`config.mk`:
```
export PLATFORM = sky130hd
export DESIGN_NAME = wake_power_loss_control_regs
export DESIGN_NICKNAME = d
export VERILOG_FILES = /design/src/hw/wake_pkg.sv /design/src/hw/wake_power_loss_control_regs.sv
export VERILOG_INCLUDE_DIRS = /design/src /design/src/hw
export SDC_FILE = /design/constraint.sdc
export NUM_CORES = 1
export LEC_CHECK = 0
export BUFFER_PORTS_ARGS = -buffer_cell sky130_fd_sc_hd__buf_2
export CORE_MARGIN = 5
export CORE_UTILIZATION = 40
export DETAILED_ROUTE_END_ITERATION = 16
export SYNTH_ARGS = -nofsm -noshare
export SYNTH_HDL_FRONTEND = slang
export SYNTH_SLANG_ARGS = --single-unit
```
`constraint.sdc`:
```
create_clock -name clk -period 2.95 [get_ports clk]
set_input_delay 0.1475 -clock clk [delete_from_list [all_inputs] [get_ports clk]]
set_output_delay 0.1475 -clock clk [all_outputs]
set_load 0.05 [all_outputs]
```
`src/hw/wake_regs.svh`:
```
// register offsets, field positions, reset values and timing for the wake/power-loss register group
`ifndef WAKE_REGS_SVH
`define WAKE_REGS_SVH
`define OFF_KEY_INDEX 8'he1
`define OFF_KEY_DATA 8'he2
`define OFF_EVT_STATUS 8'he3
`define OFF_PL_CTRL 8'he4
`define OFF_RST_SRC 8'he5
`define OFF_LAST_STATE 8'he6
`define RST_KEY_INDEX 8'h00
`define RST_KEY_DATA 8'hff
`define RST_EVT_STATUS 8'h08
`define RST_PL_CTRL 8'h00
`define RST_RST_SRC 8'h00
`define RST_LAST_STATE 8'h00
`define WMASK_PL_CTRL 8'hfc
`define WMASK_RST_SRC 8'h1d
`define WMASK_LAST_STATE 8'h10
`define SET1_HI 4'h0
`define RX_HI 4'h1
`define SET2_HI 4'h3
`define SET3_HI 4'h4
`define SET_LEN 15
`define KEY_SLOTS 45
`define SET2_SLOT 6'h0f
`define SET3_SLOT 6'h1e
`define EVT_STBY 5
`define EVT_LOSS_OFF 4
`define EVT_THERM 3
`define EVT_PANEL 2
`define EVT_MOUSE 1
`define EVT_KBD 0
`define PL_LONG_PULSE 7
`define PL_POLICY_HI 6
`define PL_POLICY_LO 5
`define PL_GATE_EN 4
`define PL_ANY_KEY 3
`define PL_HUNT 2
`define RS_VID 4
`define RS_GPB 3
`define RS_GPA 2
`define RS_PG_DIS 0
`define LS_OFF 4
`define POLICY_OFF 2'b00
`define POLICY_ON 2'b01
`define POLICY_RESTORE 2'b10
`define POLICY_USER 2'b11
`define PULSE_TIME_MS 4000
`define CLK_MHZ 250
`endif

```
`src/hw/wake_pkg.sv`:
```
// types shared by the wake/power-loss register group
package wake_pkg;
  typedef logic [7:0] byte_t;
  typedef enum logic {ST_IDLE, ST_PULSE} pulse_state_t;
endpackage

```
`src/hw/wake_power_loss_control_regs.sv`:
```
// wake-key window, event status and power-loss recovery registers
// What this block does
// index selects key set slots in data window
// received key codes readable at 0x10-0x1e
// data register accesses indexed location, resets ffh
// status bit5 flags standby toggle, read-clears
// bit4 shows off decision only with long pulse
// bit3 thermal shutdown flag, status resets 08h
// bit2 panel switch event, cleared by read
// bit1 latches mouse wake until read
// bit0 latches keyboard wake, cleared by read
// long pulse drives power switch low 4s
// two-bit policy chooses recovery after power returns
// control bit4 enables standby gate output
// bit3 selects programmed keys or any key
// hunting mode bit self-clears on wake event
// reset-source bit4 selects voltage-id reset source
// reset-source bit3 selects gpio b reset source
// reset-source bit2 selects gpio a reset source
// reset-source bit0 gates atx power-good control
// last-state flag: 0 on, 1 off, battery kept
// reserved bits read zero, ignore writes
//
// Local design decision: the plain strobed port.
`timescale 1ns/1ns
`default_nettype none
`include "wake_regs.svh"
module wake_power_loss_control_regs #(
  parameter int unsigned PULSE_CYCLES = 32'(`PULSE_TIME_MS * 1000 * `CLK_MHZ)
) (
  // clock and resets
  input wire logic clk,
  input wire logic reset,
  input wire logic standby_reset,
  input wire logic battery_reset,
  // register port
  input wire logic [7:0] addr,
  input wire wake_pkg::byte_t wdata,
  input wire logic wr,
  input wire logic rd,
  output logic [7:0] rdata,
  // keyboard receive path, same clock
  input wire logic key_valid,
  input wire wake_pkg::byte_t key_code,
  // asynchronous event pins
  input wire logic keyboard_wake_in,
  input wire logic mouse_wake_in,
  input wire logic panel_switch_in,
  input wire logic thermal_shutdown_in,
  input wire logic standby_supply,
  input wire logic system_was_on_in,
  input wire logic atx_power_good_in,
  input wire logic core_power_ok_in,
  // power and reset-steering outputs
  output logic power_switch_out_n,
  output logic standby_gate_n,
  output logic system_power_on,
  output logic power_good_out,
  output logic second_power_good_out,
  output logic any_key_wake,
  output logic hunting_enable,
  output logic voltage_id_reset_select,
  output logic gpio_pin_b_reset_select,
  output logic gpio_pin_a_reset_select
);
  import wake_pkg::*;

  localparam int SYNC_W = 8;

  logic [SYNC_W-1:0] sync1_q, sync2_q, sync3_q;
  logic [SYNC_W-1:0] rise, fall;
  logic kb_rise, ms_rise, panel_rise, therm_rise, stby_toggle, stby_rise;
  logic was_on_s, atx_s, core_ok_s;
  byte_t index_q, pl_q, rs_q, ls_q, rdata_q, rdata_d;
  byte_t mem_q [0:`KEY_SLOTS-1];
  byte_t rx_q [0:`SET_LEN-1];
  logic [5:0] evt_q, evt_set;
  logic [6:0] slot_info;
  logic slot_ok, rx_ok;
  logic wr_index, wr_data, wr_pl, wr_rs, wr_ls, rd_status;
  logic kbd_evt, ms_evt, decide_on, loss_off_bit;
  logic [1:0] policy;
  pulse_state_t state_q;
  logic [31:0] pulse_cnt_q;
  logic power_switch_out_n_n_q, gate_n_q, sys_on_q, pg_q, pg2_q;

  // two flops on every pin before use; third stage only feeds edge detect
  always_ff @(posedge clk) begin
    if (reset) begin
      sync1_q <= '0;
      sync2_q <= '0;
      sync3_q <= '0;
    end else begin
      sync1_q <= {core_power_ok_in, atx_power_good_in, system_was_on_in, standby_supply,
                  thermal_shutdown_in, panel_switch_in, mouse_wake_in, keyboard_wake_in};
      sync2_q <= sync1_q;
      sync3_q <= sync2_q;
    end
  end

  assign rise = sync2_q & ~sync3_q;
  assign fall = ~sync2_q & sync3_q;
  assign kb_rise = rise[0];
  assign ms_rise = rise[1];
  assign panel_rise = rise[2];
  assign therm_rise = rise[3];
  assign stby_toggle = rise[4] | fall[4];
  assign stby_rise = rise[4];
  assign was_on_s = sync2_q[5];
  assign atx_s = sync2_q[6];
  assign core_ok_s = sync2_q[7];

  // register port decode
  assign wr_index = wr && (addr == `OFF_KEY_INDEX);
  assign wr_data = wr && (addr == `OFF_KEY_DATA);
  assign wr_pl = wr && (addr == `OFF_PL_CTRL);
  assign wr_rs = wr && (addr == `OFF_RST_SRC);
  assign wr_ls = wr && (addr == `OFF_LAST_STATE);
  assign rd_status = rd && (addr == `OFF_EVT_STATUS);

  // index to key-set slot; three sets of 15 bytes, holes at index x_f
  function automatic logic [6:0] key_slot(input byte_t idx);
    logic [6:0] r;
    r = 7'h00;
    if (idx[3:0] != 4'hf) begin
      case (idx[7:4])
        `SET1_HI: r = {1'b1, 2'b00, idx[3:0]};
        `SET2_HI: r = {1'b1, `SET2_SLOT + {2'b00, idx[3:0]}};
        `SET3_HI: r = {1'b1, `SET3_SLOT + {2'b00, idx[3:0]}};
        default: r = 7'h00;
      endcase
    end
    return r;
  endfunction

  assign slot_info = key_slot(index_q);
  assign slot_ok = slot_info[6];
  assign rx_ok = (index_q[7:4] == `RX_HI) && (index_q[3:0] != 4'hf);

  // index register, standby kept
  always_ff @(posedge clk) begin
    if (standby_reset) begin
      index_q <= `RST_KEY_INDEX;
    end else if (wr_index) begin
      index_q <= wdata;
    end
  end

  // stored wake keys; unmapped indices swallow writes
  always_ff @(posedge clk) begin
    if (standby_reset) begin
      for (int i = 0; i < `KEY_SLOTS; i++) begin
        mem_q[i] <= `RST_KEY_DATA;
      end
    end else if (wr_data && slot_ok) begin
      mem_q[slot_info[5:0]] <= wdata;
    end
  end

  // received key history, newest at the top slot, older ones shift down
  genvar g;
  generate
    for (g = 0; g < `SET_LEN; g++) begin : g_rx
      always_ff @(posedge clk) begin
        if (standby_reset) begin
          rx_q[g] <= `RST_KEY_DATA;
        end else if (key_valid) begin
          if (g == `SET_LEN - 1) begin
            rx_q[g] <= key_code;
          end else begin
            rx_q[g] <= rx_q[(g + 1) % `SET_LEN];
          end
        end
      end
    end
  endgenerate

  // control registers; battery bits survive standby and bus resets
  always_ff @(posedge clk) begin
    if (battery_reset) begin
      pl_q[7:5] <= 3'(`RST_PL_CTRL >> 5);
    end else if (wr_pl) begin
      pl_q[7:5] <= wdata[7:5];
    end
  end

  always_ff @(posedge clk) begin
    if (standby_reset) begin
      pl_q[4] <= 1'(`RST_PL_CTRL >> 4);
    end else if (wr_pl) begin
      pl_q[4] <= wdata[`PL_GATE_EN];
    end
  end

  // hunting self-clear loses to a software write in the same cycle
  always_ff @(posedge clk) begin
    if (reset) begin
      pl_q[3:0] <= 4'(`RST_PL_CTRL);
    end else if (wr_pl) begin
      pl_q[3:0] <= {wdata[3:2], 2'b00};
    end else if (kbd_evt || ms_evt) begin
      pl_q[`PL_HUNT] <= 1'b0;
    end
  end

  always_ff @(posedge clk) begin
    if (standby_reset) begin
      rs_q <= `RST_RST_SRC;
    end else if (wr_rs) begin
      rs_q <= wdata & `WMASK_RST_SRC;
    end
  end

  always_ff @(posedge clk) begin
    if (battery_reset) begin
      ls_q <= `RST_LAST_STATE;
    end else if (wr_ls) begin
      ls_q <= wdata & `WMASK_LAST_STATE;
    end
  end

  // any-key mode turns each received byte into a keyboard wake
  assign kbd_evt = kb_rise || (pl_q[`PL_ANY_KEY] && key_valid);
  assign ms_evt = ms_rise;

  // event flags: a new event in a reading cycle stays set for the next read
  assign evt_set = {stby_toggle, 1'b0, therm_rise, panel_rise, ms_evt, kbd_evt};
  always_ff @(posedge clk) begin
    if (standby_reset) begin
      evt_q <= 6'(`RST_EVT_STATUS);
    end else begin
      evt_q <= (evt_q & {6{~rd_status}}) | evt_set;
    end
  end

  // recovery policy decision
  assign policy = pl_q[`PL_POLICY_HI:`PL_POLICY_LO];
  always_comb begin
    case (policy)
      `POLICY_OFF: decide_on = 1'b0;
      `POLICY_ON: decide_on = 1'b1;
      `POLICY_RESTORE: decide_on = was_on_s;
      default: decide_on = ~ls_q[`LS_OFF];
    endcase
  end
  assign loss_off_bit = pl_q[`PL_LONG_PULSE] & ~decide_on;

  // power returns on standby rise; latch the system state chosen then
  always_ff @(posedge clk) begin
    if (battery_reset) begin
      sys_on_q <= 1'b0;
    end else if (stby_rise) begin
      sys_on_q <= decide_on;
    end
  end

  // long power-switch pulse when recovery says off
  always_ff @(posedge clk) begin
    if (standby_reset) begin
      state_q <= ST_IDLE;
      pulse_cnt_q <= '0;
      power_switch_out_n_n_q <= 1'b1;
    end else begin
      case (state_q)
        ST_IDLE: begin
          if (stby_rise && pl_q[`PL_LONG_PULSE] && !decide_on) begin
            state_q <= ST_PULSE;
            pulse_cnt_q <= PULSE_CYCLES - 32'd1;
            power_switch_out_n_n_q <= 1'b0;
          end
        end
        ST_PULSE: begin
          if (pulse_cnt_q == '0) begin
            state_q <= ST_IDLE;
            power_switch_out_n_n_q <= 1'b1;
          end else begin
            pulse_cnt_q <= pulse_cnt_q - 32'd1;
          end
        end
        default: begin
          state_q <= ST_IDLE;
          power_switch_out_n_n_q <= 1'b1;
        end
      endcase
    end
  end

  // gate and power-good outputs; disabling atx control lets core ok alone drive both power-good outputs
  always_ff @(posedge clk) begin
    if (reset) begin
      gate_n_q <= 1'b1;
      pg_q <= 1'b0;
      pg2_q <= 1'b0;
    end else begin
      gate_n_q <= ~(pl_q[`PL_GATE_EN] & sys_on_q);
      pg_q <= core_ok_s & (atx_s | rs_q[`RS_PG_DIS]);
      pg2_q <= core_ok_s & (atx_s | rs_q[`RS_PG_DIS]);
    end
  end

  // read mux; unmapped addresses read 00, key holes read ff like erased storage
  always_comb begin
    rdata_d = 8'h00;
    case (addr)
      `OFF_KEY_INDEX: rdata_d = index_q;
      `OFF_KEY_DATA: begin
        if (slot_ok) begin
          rdata_d = mem_q[slot_info[5:0]];
        end else if (rx_ok) begin
          rdata_d = rx_q[index_q[3:0]];
        end else begin
          rdata_d = 8'hff;
        end
      end
      `OFF_EVT_STATUS: rdata_d = {2'b00, evt_q[`EVT_STBY], loss_off_bit, evt_q[3:0]};
      `OFF_PL_CTRL: rdata_d = pl_q & `WMASK_PL_CTRL;
      `OFF_RST_SRC: rdata_d = rs_q;
      `OFF_LAST_STATE: rdata_d = ls_q;
      default: rdata_d = 8'h00;
    endcase
  end

  always_ff @(posedge clk) begin
    if (reset) begin
      rdata_q <= 8'h00;
    end else if (rd) begin
      rdata_q <= rdata_d;
    end
  end

  assign rdata = rdata_q;
  assign power_switch_out_n = power_switch_out_n_n_q;
  assign standby_gate_n = gate_n_q;
  assign system_power_on = sys_on_q;
  assign power_good_out = pg_q;
  assign second_power_good_out = pg2_q;
  assign any_key_wake = pl_q[`PL_ANY_KEY];
  assign hunting_enable = pl_q[`PL_HUNT];
  assign voltage_id_reset_select = rs_q[`RS_VID];
  assign gpio_pin_b_reset_select = rs_q[`RS_GPB];
  assign gpio_pin_a_reset_select = rs_q[`RS_GPA];

  // checks
  a_index_store: assert property (@(posedge clk) disable iff (reset || standby_reset)
    wr_index |=> index_q == $past(wdata)) else $error("index not stored");
  a_rx_newest: assert property (@(posedge clk) disable iff (reset || standby_reset)
    key_valid |=> rx_q[`SET_LEN-1] == $past(key_code)) else $error("key code not captured");
  a_data_back: assert property (@(posedge clk) disable iff (reset || standby_reset)
    (wr_data && slot_ok) ##1 !wr ##1 (rd && addr == `OFF_KEY_DATA && $stable(index_q)) |=> rdata == $past(wdata, 3))
    else $error("data window readback wrong");
  a_stby_clear: assert property (@(posedge clk) disable iff (reset || standby_reset)
    rd_status && !stby_toggle |=> !evt_q[`EVT_STBY]) else $error("standby flag not cleared");
  a_loss_zero: assert property (@(posedge clk) disable iff (reset || standby_reset)
    rd_status && !pl_q[`PL_LONG_PULSE] |=> !rdata[`EVT_LOSS_OFF]) else $error("bit4 not zero");
  a_therm_set: assert property (@(posedge clk) disable iff (reset || standby_reset)
    therm_rise |=> evt_q[`EVT_THERM] ##1 (evt_q[`EVT_THERM] || $past(rd_status))) else $error("thermal lost");
  a_panel_set: assert property (@(posedge clk) disable iff (reset || standby_reset)
    panel_rise |=> evt_q[`EVT_PANEL]) else $error("panel event lost");
  a_mouse_hold: assert property (@(posedge clk) disable iff (reset || standby_reset)
    evt_q[`EVT_MOUSE] && !rd_status |=> evt_q[`EVT_MOUSE]) else $error("mouse flag dropped");
  a_kbd_read: assert property (@(posedge clk) disable iff (reset || standby_reset)
    rd_status && evt_q[`EVT_KBD] |=> rdata[`EVT_KBD]) else $error("keyboard flag not reported");
  a_pulse_low: assert property (@(posedge clk) disable iff (reset || standby_reset)
    state_q == ST_PULSE && pulse_cnt_q != '0 |=> !power_switch_out_n_n_q && state_q == ST_PULSE) else $error("pulse ended early");
  a_policy_on: assert property (@(posedge clk) disable iff (reset || battery_reset)
    stby_rise && policy == `POLICY_ON |=> sys_on_q) else $error("policy on ignored");
  a_gate_off: assert property (@(posedge clk) disable iff (reset || standby_reset)
    !pl_q[`PL_GATE_EN] |=> gate_n_q) else $error("gate driven while disabled");
  a_hunt_clear: assert property (@(posedge clk) disable iff (reset)
    hunting_enable && (kbd_evt || ms_evt) && !wr_pl |=> !hunting_enable) else $error("hunting not cleared");
  a_pg_follow: assert property (@(posedge clk) disable iff (reset || standby_reset)
    !rs_q[`RS_PG_DIS] && !atx_s |=> !power_good_out && !second_power_good_out) else $error("atx ignored");
  c_pulse_start: cover property (@(posedge clk) disable iff (reset) $fell(power_switch_out_n_n_q));
  c_status_read: cover property (@(posedge clk) disable iff (reset) rd_status && evt_q[`EVT_KBD]);
  c_hunt_done: cover property (@(posedge clk) disable iff (reset) $fell(hunting_enable));
endmodule
`default_nettype wire

```
# After elaboration in Yosys (flattened, before gate mapping)
# Memories as Yosys holds them, arrays and structs flattened. A register that Yosys moved wholly into a read port is not among the register bits.
# Cells that the tools add are included.
# classes
add_sub_neg,3
eq_ne,15
muxes,45
bitwise_logic,31
n_reduce_logical,21
# op_table
cell,count
2-to-1 mux 8 bit,18
2-to-1 mux 32 bit,2
one-hot mux 32 bit (2 select lines),1
== test 8 bit (second input constant),6
one-hot mux 8 bit (6 select lines),1
zero test 32 bit,1
subtractor 32 x 1 -> 32 bit (second input constant),1
one-hot mux 7 bit (3 select lines),1
OR 1 bit,17
2-to-1 mux 1 bit,15
logical AND 1 bit,11
bitwise AND 5 bit,2
NOT 5 bit,2
2-to-1 mux 4 bit,2
OR reduction 8 bit,1
2-to-1 mux 7 bit,1
adder 5 x 4 -> 6 bit (first input constant),1
bitwise AND 6 bit,1
2-to-1 mux 6 bit,1
OR 6 bit,1
adder 4 x 4 -> 5 bit (first input constant),1
NOT 1 bit,5
== test 4 x 1 -> 1 bit (second input constant),1
== test 4 x 2 -> 1 bit (second input constant),1
other kinds (15),21
# word_totals
register_bits,91
ramBits,480
out_inout_bits,18
elab_cells,135
mem_count,2
# mem_list
name,words,word_bits,read_ports,rd_ports_with_merged_regs,wr,line,text
mem_q,45,8,1,0,45,wake_power_loss_control_regs.sv:75,byte_t mem_q [0:`KEY_SLOTS-1];
rx_q,15,8,15,1,15,wake_power_loss_control_regs.sv:76,byte_t rx_q [0:`SET_LEN-1];

# Logic depth before layout (Yosys ltp)
# depth
ltp_word,9
mapped_depth,15
mapped_depth_nobuf,12

# Worst setup path after synthesis
# No wires, ideal clock.
# synth_path
kind,reg2reg
from,register index_q[2]
to,memory mem_q[22][0] in the netlist's numbering (enable)
setup_time_ps,375
arrival_time_ps,2793
setup_slack_ps,-218
path_stages_with_launch,11
n_path_buf,4
period_less_slack_ps,3168
path_cell_list,dfxtp_1 -> clkbuf_1 -> inv_1 -> ha_1 -> and2_1 -> o32ai_2 -> nand4_1 -> clkbuf_1 -> clkbuf_1 -> clkbuf_1 -> o21bai_1
# synth_rtl
element,line,text
start: declaration,wake_power_loss_control_regs.sv:74,"byte_t index_q, pl_q, rs_q, ls_q, rdata_q, rdata_d;"
start signal: assignment,wake_power_loss_control_regs.sv:143,index_q <= `RST_KEY_INDEX;
start signal: assignment,wake_power_loss_control_regs.sv:145,index_q <= wdata;
end: declaration,wake_power_loss_control_regs.sv:75,

# Worst setup path after layout
# layout_path
from,register index_q[4]
to,"register rdata_q[2], in the netlist rdata[2]"
# layout_between
elab_chain_len,6
# layout_lines
element,line,text
"== test 4 x 3 -> 1 bit, or another cell as far along",wake_power_loss_control_regs.sv:126,case (idx[7:4])
one-hot mux 7 bit (3 select lines),wake_power_loss_control_regs.sv:126,
2-to-1 mux 7 bit,wake_power_loss_control_regs.sv:125,if (idx[3:0] != 4'hf) begin
memory (45 x 8 bit),-,
2-to-1 mux 8 bit (*),wake_power_loss_control_regs.sv:307,if (slot_ok) begin
one-hot mux 8 bit (6 select lines) (*),wake_power_loss_control_regs.sv:304,case (addr)
end signal: assignment,wake_power_loss_control_regs.sv:327,rdata_q <= rdata_d;
end: declaration,wake_power_loss_control_regs.sv:74,
# Mark *: on every way between the ends. The rest lies on a longest branch, timed or not.
# A chain may end at the register's enable or synchronous reset.

==> results.txt <==
----------------------------------------------------
[Pwr]
  Power density over cell area ... 533.4 mW/mm2
  Net switching power figure ... about 5 mW
  Part of the total power dissipated in sequential elements ... 0.501
  Clock network fraction of total power ... 0.466
  IR Drop Worst-Case VDD ... 0.4365 mV
  Portion of total power attributed to combinational logic ... 0.033
  Internal power ... 17.61 mW
  Reported leakage power ... 13.64 nW
  Switching share of power ... 0.2192

[Detailed routing]
  Routed Wire Length ... 105800 um
  Drt via density ... 5.737
  Post-route DRC violation count ... 0
  1st-iter DRT viols ... 3024
  Number of optimization iterations in the first detailed-route pass ... 6
  Wire length per cell after detailed routing ... 25.01 um
  Final ANT Viol Nets ... 0
  Vias ... 24270

[Die]
  Core area ... 0.08003 mm2
  Initial standard-cell utilization of the core ... 0.4013
  Die Outline Area ... 0.08606 mm2
  I/O pin count ... 57
  Std cell rows ... 104
  Die height ... 293.4 um
  Horiz. Die Dim ... just under 300 um

[Synthesis]
  Post-synth top flop ... sky130_fd_sc_hd__edfxtp_1
  Area share of the largest cell type after synthesis ... 0.5909
  Mean instance size in the synthesized netlist ... about 12 um2
  Synth Area in Compound Gates ... 0.08138
  Post-synthesis adder-cell area fraction ... 0.002727
  Number of instances in the synthesized netlist ... approximately 2600
  Portion of netlist area occupied by mux cells ... 0.03759
  Flip-flop and latch count after synthesis ... 726
  Fraction of the yosys area taken by sequential cells ... 0.6495
  Top cells by area, synth ... sky130_fd_sc_hd__edfxtp_1 (59%), sky130_fd_sc_hd__dfxtp_1 (5.9%), sky130_fd_sc_hd__or3_1 (4.7%), sky130_fd_sc_hd__nand2_1 (3.7%), sky130_fd_sc_hd__nand2b_1 (2.8%)
  Post-Synth Simple-Gate Area ... 0.1896
  Post-synthesis share of cell area spent on xor and xnor gates ... 0.008726
  Largest family of logic cells by synthesized area ... simple AND/OR/NAND/NOR gates
  Number of flops mapped to enable cells by yosys ... 632
  Yosys warning total ... 0
  Count of distinct cell types in the synthesized netlist ... just under 90
  Mapped cell area ... 0.03212 mm2
  Fraction of registers with async set or reset after synthesis ... 0
  Library cell with the largest summed area after synthesis ... sky130_fd_sc_hd__edfxtp_1

[Global routing]
  Number of antenna violations at the first check in global routing ... 7
  Number of global-route vias before repair ... 24060
  Total routing resource utilization after global routing ... 0.2347
  Total gr overflow ... 0
  Pin count of the biggest net entering global routing ... roughly 80
  Wire length of the first global-routing pass ... 154400 um

[CTS]
  TritonCTS clock tree ... built
  Clock transition at the registers of the reported paths ... 0.06 ns
  Source-to-sink clock delay at the later pin of the worst-skew pair ... between 0.6 and 0.7 ns
  Number of buffers inserted during clock tree synthesis ... 79
  Sinks on the clock net ... a little over 700
  H-tree depth ... 3
  Largest buffer count on any clock path ... 3
  Clk root buf ... sky130_fd_sc_hd__clkbuf_16

[Cells and area]
  Flip-flop and latch area ... 0.02087 mm2
  Filler Cells Inserted ... 6738
  Layout cells sized above 1 ... 0.3338
  Area Overhead vs Synth ... 31.67%
  Layout net count ... 3148
  Most common library cell in the layout ignoring fill and taps ... sky130_fd_sc_hd__edfxtp_1
  Commonest non-fill, non-tap cells in the layout ... sky130_fd_sc_hd__edfxtp_1 (632), sky130_fd_sc_hd__buf_4 (362), sky130_fd_sc_hd__nand2_1 (297)
  Final instance area ... 0.04229 mm2
  Combined area of the multi-input logic cells ... between 0.01 and 0.015 mm2

[Worst hold path]
  Class of the worst hold path ... primary input to flip-flop

[Critical path]
  Arrival time of the worst setup path ... around 3.8 ns
  Crit path kind ... flip-flop to flip-flop
  Nature of the critical path endpoint ... flip-flop
  Critical path peak fanout ... 15
  Beginning of the critical path ... index_q[4]$_SDFFE_PP0P_
  Worst flop-to-flop path endpoint ... rdata[2]$_SDFFE_PP0P_
  Register-to-Register Setup Slack ... -0.26 ns
  Depth of the most critical reg-to-reg path ... 13
  Req. time, crit path ... 3.48 ns
  Launch point of the worst reg-to-reg path ... index_q[4]$_SDFFE_PP0P_
  Capturing instance or port of the critical path ... rdata[2]$_SDFFE_PP0P_
  Critical Path Source Type ... flip-flop

[STA]
  Shortest clock period the worst path allows after layout ... 3.211 ns
  Count of pins over their slew limit ... 0
  Clock skew ... about 0.028 ns
  Setup-violating endpoint count in the final report ... 7
  Fmax ... 0.3114 GHz
  Fin. Hold Viols ... 0
  Setup repair after global routing missed its margin ... true
  Tcrit/Tclk final ... 1.088
  Max_slew headroom ... 0.1934
  Worst-margin pin slew ... about 1.2 ns
  Sum of negative setup slack ... -0.8409 ns
  Post-layout worst setup margin ... -0.2608 ns

[Run]
  Max Cap Violations ... 0

[Place]
  Weighted congestion at the end of routability-driven global placement ... 0.9607
  Half-perimeter wire length after detailed placement ... 68900 um
  Pre-CTS setup slack ... -0.7958 ns
  Placement-stage cell area ... 0.03671 mm2
  Port Buffer Count ... 56

[Status]
  Outcome ... finished, violations left
  Violated checks ... negative setup slack

----------------------------------------------------
-- worst min-delay path by stage --
stage	to	cells past startpoint	from	slack (ns)
global placement	sync1_q[1]$_SDFF_PP0_	2	mouse_wake_in	0.37
detailed placement	sync1_q[6]$_SDFF_PP0_	2	atx_power_good_in	0.37
floorplan	pl_q[5]$_SDFFE_PP0P_	1	battery_reset	0.22
CTS	mem_q[60][2]$_DFFE_PP_	1	wdata[2]	0.01
finish	mem_q[60][2]$_DFFE_PP_	1	wdata[2]	0.06
global route	mem_q[60][2]$_DFFE_PP_	1	wdata[2]	0.04
-- per-layer routing --
| layer | vias to the layer above | wire length, um | track usage |
|---|---|---|---|
| li1 | 10610 | - | - |
| met1 | 12080 | 41450 | 0.3180 |
| met4 | 4 | 4326 | 0.08687 |
| met5 | - | 32 | 0 |
| met2 | 1329 | 49700 | 0.3769 |
| met3 | 251 | 10270 | 0.04800 |
-- kinds of logic after synthesis --
kind of cell             count (synthesis)
AND/OR/NAND/NOR                       1141
flip-flops                             726
AO/OA/AOI/OAI                          380
buffers and inverters                  238
multiplexers                            80
XOR/XNOR                                32
adder cells (fa/ha/maj)                  7
other                                    1
-- stage by stage --
stage          power (mW)  utilization  std cells  hold WS [ns]
2_1_floorplan       11.82            -       2668        0.2166
3_3_place_gp        12.18       0.4587       3970        0.3679
3_5_place_dp        12.20       0.4587       3970        0.3651
4_1_cts             22.65       0.5126       4191       0.01117
5_1_grt             23.18       0.5284       4228       0.03941
6_report            22.56       0.5284       4230       0.06349
-- Yosys cell counts (all sizes together), types with 12 or more instances --
master	count
a21oi	65
a221oi	12
a22oi	13
a31oi	57
a32oi	12
buf	56
clkbuf	163
dfxtp	94
edfxtp	632
inv	19
mux2i	43
mux4	32
nand2	317
nand2b	145
nand3	90
nand4	16
nor2	103
nor2b	27
nor3	28
o211ai	13
o21ai	35
o21bai	31
o221ai	14
o22ai	65
or2	130
or3	241
xnor2	17
xor2	15
-- power by group through the flow --
| stage | combinational (mW) | sequential, mW | clock (mW) |
|---|---|---|---|
| global route | 0.792 | 11.3 | 11.1 |
| CTS | 0.720 | 11.3 | 10.6 |
| detailed placement | 0.677 | 11.5 | 0 |
| global placement | 0.662 | 11.5 | 0 |
| floorplan | 0.309 | 11.5 | 0 |
| finish | 0.751 | 11.3 | 10.5 |
-- area by class of cell --
cell class | count | area share
clock inverters | 44 | 0.01506
flip-flops and latches | 726 | 0.4936
well taps | 1060 | 0.03136
inverters | 19 | 0.001686
diodes | 3 | 0.0001775
multi-input cells | 1705 | 0.2819
repair buffers | 571 | 0.1258
clock buffers | 102 | 0.05033
-- flip-flops by register name, summed over array words and instances, names as in the netlist, 4 cells and up, named ones only --
signal / cells
evt_q: 5
index_q: 8
mem_q: 512
pl_q: 4
pulse_cnt_q: 32
rdata: 8
rs_q: 4
rx_q: 120
sync1_q: 8
sync2_q: 8
sync3_q: 5
-- timing repair --
action / CTS / global route
gates resized for setup: 154 / 177
endpoints found under the hold margin: 48 / 0
pin swaps: 49 / 84
setup endpoints to repair: 314 / 603
gates cloned: 4 / 6
hold buffers: 25 / 0
buffers inserted: 47 / 36
-- critical path: stages (launching register included) --
cell and delay, ns:
sky130_fd_sc_hd__dfxtp_2 0.32, sky130_fd_sc_hd__or3_4 0.39, sky130_fd_sc_hd__o32a_4 0.46, sky130_fd_sc_hd__buf_6 0.15, sky130_fd_sc_hd__a31oi_4 0.17, sky130_fd_sc_hd__buf_6 0.14, sky130_fd_sc_hd__buf_12 0.10, sky130_fd_sc_hd__buf_12 0.15
sky130_fd_sc_hd__o22ai_1 0.11, sky130_fd_sc_hd__a21oi_1 0.22, sky130_fd_sc_hd__o21ai_0 0.15, sky130_fd_sc_hd__a32oi_1 0.27, sky130_fd_sc_hd__nand4_1 0.14, sky130_fd_sc_hd__a31oi_1 0.33
No activity file was read; power rests on OpenSTA's default activity.
